==> config.mk <==
export PLATFORM = sky130hd
export DESIGN_NAME = dbmt_top
export DESIGN_NICKNAME = d
export VERILOG_FILES = /design/src/hdl/dbmt_pkg.sv /design/src/hdl/dbmt_prescaler.sv /design/src/hdl/dbmt_byte_counter.sv /design/src/hdl/dbmt_top.sv
export SDC_FILE = /design/constraint.sdc
export NUM_CORES = 1
export LEC_CHECK = 0
export ABC_AREA = 0
export BUFFER_PORTS_ARGS = -buffer_cell sky130_fd_sc_hd__buf_2
export CAP_MARGIN = 20
export CORE_MARGIN = 3
export CORE_UTILIZATION = 62
export DETAILED_ROUTE_END_ITERATION = 10
export GPL_TIMING_DRIVEN = 0
export PLACE_DENSITY = 0.86
export SLEW_MARGIN = 20
export SYNTH_ARGS = -nofsm -noshare
export SYNTH_HDL_FRONTEND = slang
export SYNTH_SLANG_ARGS = --single-unit
==> constraint.sdc <==
create_clock -name pclk -period 6.8 [get_ports pclk]
set_input_delay 1.36 -clock pclk [delete_from_list [all_inputs] [get_ports pclk]]
set_output_delay 1.36 -clock pclk [all_outputs]
set_load 0.005 [all_outputs]
==> src/hdl/dbmt_pkg.sv <==
// shared constants, types and decode helpers for the dual byte match timer
package dbmt_pkg;

  // apb geometry
  localparam int          ADDR_W = 20;                // byte address width
  localparam int          DATA_W = 32;                // bus data width

  // register indices; byte address is four times the index
  localparam logic [15:0] IDX_CONTROL   = 16'hfe18;   // timer_control
  localparam logic [15:0] IDX_PRESCALE  = 16'hfe19;   // prescaler_setup
  localparam logic [15:0] IDX_LOW_CNT   = 16'hfe1a;   // low_count, read only
  localparam logic [15:0] IDX_HIGH_CNT  = 16'hfe1b;   // high_count, read only
  localparam logic [15:0] IDX_LOW_DATA  = 16'hfe1c;   // low_match_data
  localparam logic [15:0] IDX_HIGH_DATA = 16'hfe1d;   // high_match_data
  localparam logic [15:0] IDX_EVENT_CFG = 16'hfe1e;   // event source select

  // timer_control field positions
  localparam int BIT_HIGH_RUN  = 7;
  localparam int BIT_LOW_RUN   = 6;
  localparam int BIT_LENGTH    = 5;
  localparam int BIT_MODE_SEL  = 4;
  localparam int BIT_HIGH_FLAG = 3;
  localparam int BIT_HIGH_IE   = 2;
  localparam int BIT_LOW_FLAG  = 1;
  localparam int BIT_LOW_IE    = 0;

  // prescaler_setup field positions
  localparam int BIT_HIGH_PRE_EN = 7;
  localparam int LSB_HIGH_CODE   = 4;
  localparam int BIT_LOW_PRE_EN  = 3;
  localparam int LSB_LOW_CODE    = 0;

  // reset value of every register
  localparam logic [7:0] REG_RESET = 8'h00;

  // slow count clock: one pulse every two cycle clocks
  localparam int          CLK_PERIOD_NS   = 4;
  localparam int          SLOW_PERIOD_NS  = 2 * CLK_PERIOD_NS;
  localparam logic [0:0]  SLOW_DIV_LAST   = 1'((SLOW_PERIOD_NS / CLK_PERIOD_NS) - 1);

  // operating modes
  typedef enum logic [1:0] {MODE_SPLIT, MODE_CASCADE, MODE_FAST} dbmt_mode_t;

  // register selected by an address
  typedef enum logic [2:0] {
    SEL_NONE, SEL_CONTROL, SEL_PRESCALE, SEL_LOW_CNT,
    SEL_HIGH_CNT, SEL_LOW_DATA, SEL_HIGH_DATA, SEL_EVENT_CFG
  } dbmt_sel_t;

  // byte address of a register index
  function automatic logic [ADDR_W-1:0] reg_addr(input logic [15:0] idx);
    reg_addr = {2'b00, idx, 2'b00};
  endfunction

  // mode from length select and mode select; undefined code runs as split
  function automatic dbmt_mode_t decode_mode(input logic len, input logic sel);
    if (len && sel) decode_mode = MODE_FAST;
    else if (len) decode_mode = MODE_CASCADE;
    else decode_mode = MODE_SPLIT;
  endfunction

endpackage

==> src/hdl/dbmt_prescaler.sv <==
// programmable 8-bit prescaler with a setting held until reload
`timescale 1ns/1ps
module dbmt_prescaler
  import dbmt_pkg::*;
(
  input  wire logic       pclk,      // cycle clock
  input  wire logic       presetn,   // async reset, active low
  input  wire logic       run,       // byte run bit
  input  wire logic       clk_in,    // count clock pulse
  input  wire logic       load,      // take the new setting now
  input  wire logic       set_en,    // written prescale enable
  input  wire logic [2:0] set_code,  // written prescale code
  output logic            tick       // one output pulse per period
);

  // prescaler state
  typedef struct packed {
    logic       en;    // active enable
    logic [2:0] code;  // active code
    logic [7:0] cnt;   // input pulses seen
  } dbmt_pre_t;

  dbmt_pre_t  s_q;
  dbmt_pre_t  s_d;
  logic [8:0] ratio;   // division ratio
  logic [7:0] last;    // count value that ends a period

  // ratio is 1 when disabled, else two to the power code+1
  assign ratio = s_q.en ? (9'h002 << s_q.code) : 9'h001;
  assign last  = 8'(ratio - 9'h001);
  assign tick  = run && clk_in && (s_q.cnt == last);

  // next state
  always_comb begin
    s_d = s_q;
    if (!run) begin
      // stopped: cleared and follows the written setting
      s_d.cnt  = 8'h00;
      s_d.en   = set_en;
      s_d.code = set_code;
    end else begin
      if (clk_in) begin
        s_d.cnt = tick ? 8'h00 : 8'(s_q.cnt + 8'h01);
      end
      if (load) begin
        // new setting only lands with the match buffer reload
        s_d.en   = set_en;
        s_d.code = set_code;
      end
    end
  end

  // state register
  always_ff @(posedge pclk or negedge presetn) begin
    if (!presetn) begin
      s_q <= '0;
    end else begin
      s_q <= s_d;
    end
  end
endmodule

==> src/hdl/dbmt_byte_counter.sv <==
// 8-bit up-counter with a double-buffered match value
`timescale 1ns/1ps
module dbmt_byte_counter
  import dbmt_pkg::*;
(
  input  wire logic       pclk,        // cycle clock
  input  wire logic       presetn,     // async reset, active low
  input  wire logic       run,         // byte run bit
  input  wire logic       step,        // prescaler output pulse
  input  wire logic       free_run,    // wrap through 256, no match clear
  input  wire logic [7:0] match_data,  // software match data
  output logic      [7:0] count,       // counter value
  output logic      [7:0] buffer,      // match buffer
  output logic            match,       // count equals buffer
  output logic            zero_hit     // counter returns to zero
);

  // counter state
  typedef struct packed {
    logic [7:0] cnt;  // count
    logic [7:0] buf_v; // match buffer
  } dbmt_cnt_t;

  dbmt_cnt_t  s_q;
  dbmt_cnt_t  s_d;
  logic [7:0] nxt;   // count after a step

  assign match    = (s_q.cnt == s_q.buf_v);
  assign nxt      = (!free_run && match) ? 8'h00 : 8'(s_q.cnt + 8'h01);
  assign zero_hit = run && step && (nxt == 8'h00);
  assign count    = s_q.cnt;
  assign buffer   = s_q.buf_v;

  // next state
  always_comb begin
    s_d = s_q;
    if (!run) begin
      // stopped: held at zero, buffer tracks the data register
      s_d.cnt   = 8'h00;
      s_d.buf_v = match_data;
    end else begin
      if (step) begin
        s_d.cnt = nxt;
      end
      if (zero_hit) begin
        s_d.buf_v = match_data;
      end
    end
  end

  // state register
  always_ff @(posedge pclk or negedge presetn) begin
    if (!presetn) begin
      s_q <= '0;
    end else begin
      s_q <= s_d;
    end
  end
endmodule

==> src/hdl/dbmt_top.sv <==
// dual byte match timer: apb registers, mode steering and two byte timers
//
// How it works
// - high run off holds counter, buffer follows
// - low run off holds counter, buffer follows
// - length select 0 gives two 8-bit timers
// - length select 1 cascades high after low
// - each byte matches independently in every mode
// - mode from mode select and length select
// - high flag sets when high returns zero
// - low flag sets when low returns zero
// - flags cleared only by software writing zero
// - high enable and flag raise interrupt
// - low enable and flag raise interrupt
// - high prescaler ratio 1 or 2..256
// - low prescaler ratio 1 or 2..256
// - prescaler change lands at buffer reload
// - low counter counts low prescaler pulses
// - high counter counts high prescaler pulses
// - low match compares against low buffer
// - high match compares against high buffer
// - low buffer reloads when low reaches zero
// - high buffer reloads when high reaches zero
// - modes 0, 2, 3 from the two bits
// - low prescaler clock 2 cycles/events, or 1
// - high prescaler clock 2 cycles, low match, rollover
// - low clears on match except mode 3
`timescale 1ns/1ps
module dbmt_top
  import dbmt_pkg::*;
(
  input  wire logic              pclk,         // cycle clock
  input  wire logic              presetn,      // async reset, active low
  input  wire logic              psel,         // apb select
  input  wire logic              penable,      // apb access phase
  input  wire logic              pwrite,       // apb direction
  input  wire logic [ADDR_W-1:0] paddr,        // apb byte address
  input  wire logic [DATA_W-1:0] pwdata,       // apb write data
  output logic      [DATA_W-1:0] prdata,       // apb read data
  output logic                   pready,       // apb ready
  output logic                   pslverr,      // apb error, unmapped address
  input  wire logic              count_event,  // external event pulse
  output logic                   irq,          // shared timer interrupt
  output logic                   low_match,    // low byte match level
  output logic                   high_match    // high byte match level
);

  // state of the block outside the counters and prescalers
  typedef struct packed {
    logic [7:0]        ctrl;       // timer_control
    logic [7:0]        pre;        // prescaler_setup
    logic [7:0]        ldata;      // low_match_data
    logic [7:0]        hdata;      // high_match_data
    logic              evsel;      // low count clock from events
    logic [0:0]        div;        // slow clock divider
    logic [DATA_W-1:0] rdata;      // read data
    logic              ready;      // access phase ready
    logic              err;        // slave error
    logic              irq;        // interrupt request
    logic              lmatch;     // low match level
    logic              hmatch;     // high match level
  } dbmt_state_t;

  dbmt_state_t s_q;
  dbmt_state_t s_d;

  // decoded controls
  logic       high_run;     // high byte running
  logic       low_run;      // low byte running
  dbmt_mode_t mode;         // current mode
  logic       slow_tick;    // one pulse per two cycles
  logic       lo_clk_in;    // low prescaler count clock
  logic       hi_clk_in;    // high prescaler count clock
  logic       lo_tick;      // low prescaler output
  logic       hi_tick;      // high prescaler output
  logic       lo_zero;      // low counter returned to zero
  logic       hi_zero;      // high counter returned to zero
  logic       lo_match_c;   // low match, combinational
  logic       hi_match_c;   // high match, combinational
  logic [7:0] lo_count;     // low counter value
  logic [7:0] hi_count;     // high counter value
  logic [7:0] lo_buffer;    // low match buffer
  logic [7:0] hi_buffer;    // high match buffer

  // bus phases
  logic       setup;        // setup cycle
  logic       access;       // completing access
  logic       wr;           // completing write
  dbmt_sel_t  sel;          // addressed register
  logic       ctrl_wr;      // write to timer_control

  // register selected by an address
  function automatic dbmt_sel_t reg_sel(input logic [ADDR_W-1:0] a);
    if (a == reg_addr(IDX_CONTROL)) reg_sel = SEL_CONTROL;
    else if (a == reg_addr(IDX_PRESCALE)) reg_sel = SEL_PRESCALE;
    else if (a == reg_addr(IDX_LOW_CNT)) reg_sel = SEL_LOW_CNT;
    else if (a == reg_addr(IDX_HIGH_CNT)) reg_sel = SEL_HIGH_CNT;
    else if (a == reg_addr(IDX_LOW_DATA)) reg_sel = SEL_LOW_DATA;
    else if (a == reg_addr(IDX_HIGH_DATA)) reg_sel = SEL_HIGH_DATA;
    else if (a == reg_addr(IDX_EVENT_CFG)) reg_sel = SEL_EVENT_CFG;
    else reg_sel = SEL_NONE;
  endfunction

  // field decode
  assign high_run  = s_q.ctrl[BIT_HIGH_RUN];
  assign low_run   = s_q.ctrl[BIT_LOW_RUN];
  assign mode      = decode_mode(s_q.ctrl[BIT_LENGTH], s_q.ctrl[BIT_MODE_SEL]);
  assign slow_tick = (s_q.div == SLOW_DIV_LAST);

  // low count clock: every cycle in mode 3, else slow clock or events
  assign lo_clk_in = (mode == MODE_FAST) ? 1'b1 : (s_q.evsel ? count_event : slow_tick);

  // high count clock: slow clock when split, low period when cascaded
  assign hi_clk_in = (mode == MODE_SPLIT) ? slow_tick : lo_zero;

  // bus phase decode
  assign setup   = psel && !penable;
  assign access  = psel && penable && s_q.ready;
  assign wr      = access && pwrite;
  assign sel     = reg_sel(paddr);
  assign ctrl_wr = wr && (sel == SEL_CONTROL);

  // low byte prescaler
  dbmt_prescaler u_lo_pre (
    .pclk     (pclk),
    .presetn  (presetn),
    .run      (low_run),
    .clk_in   (lo_clk_in),
    .load     (lo_zero),
    .set_en   (s_q.pre[BIT_LOW_PRE_EN]),
    .set_code (s_q.pre[LSB_LOW_CODE +: 3]),
    .tick     (lo_tick)
  );

  // high byte prescaler
  dbmt_prescaler u_hi_pre (
    .pclk     (pclk),
    .presetn  (presetn),
    .run      (high_run),
    .clk_in   (hi_clk_in),
    .load     (hi_zero),
    .set_en   (s_q.pre[BIT_HIGH_PRE_EN]),
    .set_code (s_q.pre[LSB_HIGH_CODE +: 3]),
    .tick     (hi_tick)
  );

  // low byte counter, free running only in mode 3
  dbmt_byte_counter u_lo_cnt (
    .pclk       (pclk),
    .presetn    (presetn),
    .run        (low_run),
    .step       (lo_tick),
    .free_run   (mode == MODE_FAST),
    .match_data (s_q.ldata),
    .count      (lo_count),
    .buffer     (lo_buffer),
    .match      (lo_match_c),
    .zero_hit   (lo_zero)
  );

  // high byte counter, always cleared on match
  dbmt_byte_counter u_hi_cnt (
    .pclk       (pclk),
    .presetn    (presetn),
    .run        (high_run),
    .step       (hi_tick),
    .free_run   (1'b0),
    .match_data (s_q.hdata),
    .count      (hi_count),
    .buffer     (hi_buffer),
    .match      (hi_match_c),
    .zero_hit   (hi_zero)
  );

  // next state: divider, bus slave, flags and outputs
  always_comb begin
    s_d = s_q;
    // slow clock divider
    s_d.div = (s_q.div == SLOW_DIV_LAST) ? 1'b0 : 1'(s_q.div + 1'b1);
    // no wait state: data and ready prepared in the setup cycle
    s_d.ready = setup;
    s_d.err   = setup && (sel == SEL_NONE);
    s_d.rdata = '0;
    if (setup && !pwrite) begin
      case (sel)
        SEL_CONTROL:   s_d.rdata[7:0] = s_q.ctrl;
        SEL_PRESCALE:  s_d.rdata[7:0] = s_q.pre;
        SEL_LOW_CNT:   s_d.rdata[7:0] = lo_count;
        SEL_HIGH_CNT:  s_d.rdata[7:0] = hi_count;
        SEL_LOW_DATA:  s_d.rdata[7:0] = s_q.ldata;
        SEL_HIGH_DATA: s_d.rdata[7:0] = s_q.hdata;
        SEL_EVENT_CFG: s_d.rdata[0]   = s_q.evsel;
        default:       s_d.rdata      = '0;
      endcase
    end
    // register writes; counters are not writable
    if (wr) begin
      case (sel)
        SEL_CONTROL: begin
          s_d.ctrl = pwdata[7:0];
          // flags: zero clears, one keeps the present value
          s_d.ctrl[BIT_HIGH_FLAG] = s_q.ctrl[BIT_HIGH_FLAG] & pwdata[BIT_HIGH_FLAG];
          s_d.ctrl[BIT_LOW_FLAG]  = s_q.ctrl[BIT_LOW_FLAG] & pwdata[BIT_LOW_FLAG];
        end
        SEL_PRESCALE:  s_d.pre   = pwdata[7:0];
        SEL_LOW_DATA:  s_d.ldata = pwdata[7:0];
        SEL_HIGH_DATA: s_d.hdata = pwdata[7:0];
        SEL_EVENT_CFG: s_d.evsel = pwdata[0];
        default:       s_d.evsel = s_q.evsel;
      endcase
    end
    // flag set after the write so that a set wins over a clear
    if (hi_zero) begin
      s_d.ctrl[BIT_HIGH_FLAG] = 1'b1;
    end
    if (lo_zero) begin
      s_d.ctrl[BIT_LOW_FLAG] = 1'b1;
    end
    // shared interrupt from either enabled flag
    s_d.irq = (s_d.ctrl[BIT_HIGH_FLAG] && s_d.ctrl[BIT_HIGH_IE])
           || (s_d.ctrl[BIT_LOW_FLAG] && s_d.ctrl[BIT_LOW_IE]);
    // match levels registered for the pins
    s_d.lmatch = lo_match_c;
    s_d.hmatch = hi_match_c;
  end

  // state register
  always_ff @(posedge pclk or negedge presetn) begin
    if (!presetn) begin
      s_q       <= '0;
      s_q.ctrl  <= REG_RESET;
      s_q.pre   <= REG_RESET;
      s_q.ldata <= REG_RESET;
      s_q.hdata <= REG_RESET;
    end else begin
      s_q <= s_d;
    end
  end

  // outputs straight from flip-flops
  assign prdata     = s_q.rdata;
  assign pready     = s_q.ready;
  assign pslverr    = s_q.err;
  assign irq        = s_q.irq;
  assign low_match  = s_q.lmatch;
  assign high_match = s_q.hmatch;
endmodule

==> run_results.csv <==
group,metric,value,unit
route,drt-initial-drc-count,408,
grt,grt_pass1_vias,4371,
sta,finalSetupTns,0,ns
synthesis,synth.top_cells.by_area,"dfrtp_1, mux2_2, buf_4",
route,drt_first_pass_iters,7,
setup_path,worst-setup-path-type,"primary input to flip-flop",
synthesis,synth-async-reset-ratio,100,%
sta,rsz0062_at_grt,"false",
clock_tree,cts_root_buffer,"clkbuf_8",
synthesis,syn_area_per_cell,10.7,um2
clock_tree,cts_resized,0,
synthesis,yosysSeqAreaShare,44.0,%
pwr,power.leakage,3.10,nW
sta,hold_ws,0.500,ns
clock_tree,clk-insertion-delay-late,0.37,ns
floorplanning,die_w,103,um
placement,dp.cells,724,
grt,grt_antenna_before_repair,0,
setup_path,worstPathCellList,"buf_2 > nor4b_2 > and2b_1 > nand3_1 > or2_2 > nor3b_1 > a222oi_1 > a21oi_1",
clock_tree,cts_setup_buffers,0,
sta,fin_crit_sh,52.4,%
placement,placed_area,0.00634,mm2
setup_path,crit_required,7.07,ns
clock_tree,cts_made_buffers,9,
synthesis,syn_inst,548,
setup_path,crit_arrival,3.83,ns
grt,grt_overflow_total,0,
placement,dpl.hpwl,10.0,mm
synthesis,synth_cell_types,81,
sta,max_freq,281,MHz
synthesis,yosysMostFrequentCell,"dfrtp_1",
synthesis,ys_top_cells_by_count,"dfrtp_1, mux2_2, buf_4",
sta,fin_skew,0.0126,ns
clock_tree,cts_tree,"done",
grt,track_usage,26.7,%
setup_path,cp_slowest_cell,"nor3b_1",
finish,drive_gt1_share,30.1,%
worst_hold_path,worstHoldPathType,"flip-flop to flip-flop",
sta,setup_violations,0,
sta,slew_viol_final,0,
finish,stdcell_count,739,
floorplanning,core_area,0.00893,mm2
route,via_count,4600,
setup_path,cp-start-kind,"primary input",
outcome,status,"finished clean",
floorplanning,start_util,65.6,%
sta,max_slew_margin,27.5,%
clock_tree,ctsHtreeMaxLevel,3,
synthesis,synth_seq_cells,103,
floorplanning,dieArea,0.0107,mm2
clock_tree,cts_sinks,103,
route,wire_per_inst,18.2,um
clock_tree,hold_buffers,0,
grt,grt_max_degree,76,
sta,hold_viol_final,0,
setup_path,max_stage_delay,0.86,ns
setup_path,cp_max_fo,7,
pwr,p_per_area,157,mW/mm2
floorplanning,die_height,103,um
sta,max_slew.worst_pin.slew,1.08,ns
route,wl,13.4,mm
route,drc,0,
synthesis,netlist.area_leader.share,44.0,%
synthesis,synth_area,0.00586,mm2
finish,fin_util,72.9,%
sta,period_minus_slack,3.56,ns
run,maxCapViolCount,0,
synthesis,yosys.area.top_type,"dfrtp_1",
synthesis,synth_flop_cell,"dfrtp_1",
route,vias_per_cell,6.22,
placement,io_buffer_count,44,
finish,finalInstanceArea,0.00651,mm2
finish,syn_to_final_growth,11.1,%
setup_path,crit_path_end_kind,"flip-flop",
placement,gpl.final_weighted_congestion,0.861,
sta,finalWorstSetupSlack,3.24,ns
synthesis,ys_warn_count,0,
finish,diodes,0,
synthesis,synth-edff-count,0,
route,antenna_left,0,
pwr,ir_drop,0.000135,V
finish,fin_nets,689,
placement,place_ws,2.94,ns
clock_tree,cts.path.max_buffers,2,
clock_tree,path_clk_slew,0.10,ns
floorplanning,row_count,34,
pwr,power,1.02,mW
grt,grt_pass1_wl,22.1,mm
floorplanning,num_io_pins,95,
[worst max-delay path: cells and delay by family]
family	cells	cell delay, ns
buffers and inverters	1	0.10
AND/OR/NAND/NOR	5	1.84
AO/OA/AOI/OAI	2	0.54
[layout by cell type (no fill, tap or decap), types with 7 or more instances in the layout]
cell	count
dfrtp_1	103
buf_2	56
mux2_2	52
buf_4	34
nand2_1	33
nand3_1	26
conb_1	24
nor2_1	23
a21oi_1	19
o21ai_0	19
xor2_1	14
xnor2_1	13
inv_1	13
clkbuf_1	10
mux2_4	10
nor3_1	9
clkbuf_8	9
a222oi_1	8
or3_1	8
nor2b_1	7
a22oi_1	7
nand2b_1	7
[cell type report]
type | count | area (um2)
flip-flops and latches | 103 | 2580
multi-input cells | 394 | 2930
fillers | 632 | 2420
plain buffers | 61 | 388
clock inverters | 6 | 53.8
clock buffers | 9 | 124
inverters | 13 | 48.8
well taps | 108 | 135
repair buffers | 45 | 254
[flip-flops by register name, indices dropped and copies added (netlist names)]
register / count
slow_tick: 1
high_run: 1
low_run: 1
irq: 1
u_lo_pre.s_q: 12
pready: 1
u_lo_cnt.count: 8
u_hi_cnt.count: 8
pslverr: 1
high_match: 1
u_hi_pre.s_q: 12
s_q: 31
u_lo_cnt.buffer: 8
low_match: 1
u_hi_cnt.buffer: 8
prdata: 8
[power by group]
group	leakage, nW	switching (mW)	internal (mW)	total [mW]
registers	1.42	0.000265	0.613	0.613
logic	1.58	0.0280	0.0213	0.0492
clock network	0.0886	0.223	0.138	0.361
total	3.10	0.251	0.772	1.02
[logic make-up (layout without fill, tap and decap cells)]
family          Yosys count  in the layout  share of synthesized area [%]
other cells               1             24                         0.0640
mux                      65             65                           13.1
fa+ha+maj                 4              4                          0.854
flops                   103            103                           44.0
xor+xnor                 27             27                           4.04
buf+inv                  74            134                           7.45
compound gates          109            109                           14.0
simple gates            165            165                           16.6
[final timing paths]
kind | slack [ns] | to | cells past startpoint | start
worst min register to register | 0.50 | slow_tick$_DFF_PN0_ | 1 | slow_tick$_DFF_PN0_
worst max register to register | 4.02 | u_hi_cnt.buffer[6]$_DFFE_PN0P_ | 9 | u_hi_cnt.count[1]$_DFFE_PN0P_
worst min-delay path | 0.50 | slow_tick$_DFF_PN0_ | 1 | slow_tick$_DFF_PN0_
max in group asynchronous | 5.30 | u_lo_cnt.buffer[3]$_DFFE_PN0P_ | 2 | presetn
worst max-delay path | 3.24 | prdata[5]$_DFF_PN0_ | 8 | paddr[19]
min in group asynchronous | 0.84 | high_match$_DFF_PN0_ | 1 | presetn
[layer usage]
metal | up-vias | track usage [%] | part of all wire (%)
met1 | 2231 | 34.7 | 41
met5 | - | 0 | 0
met2 | 223 | 44.4 | 49
met3 | 29 | 5.30 | 7.2
met4 | 0 | 10.2 | 2.5
li1 | 2117 | - | -
Note: power is estimated with default switching activity, not from simulation.
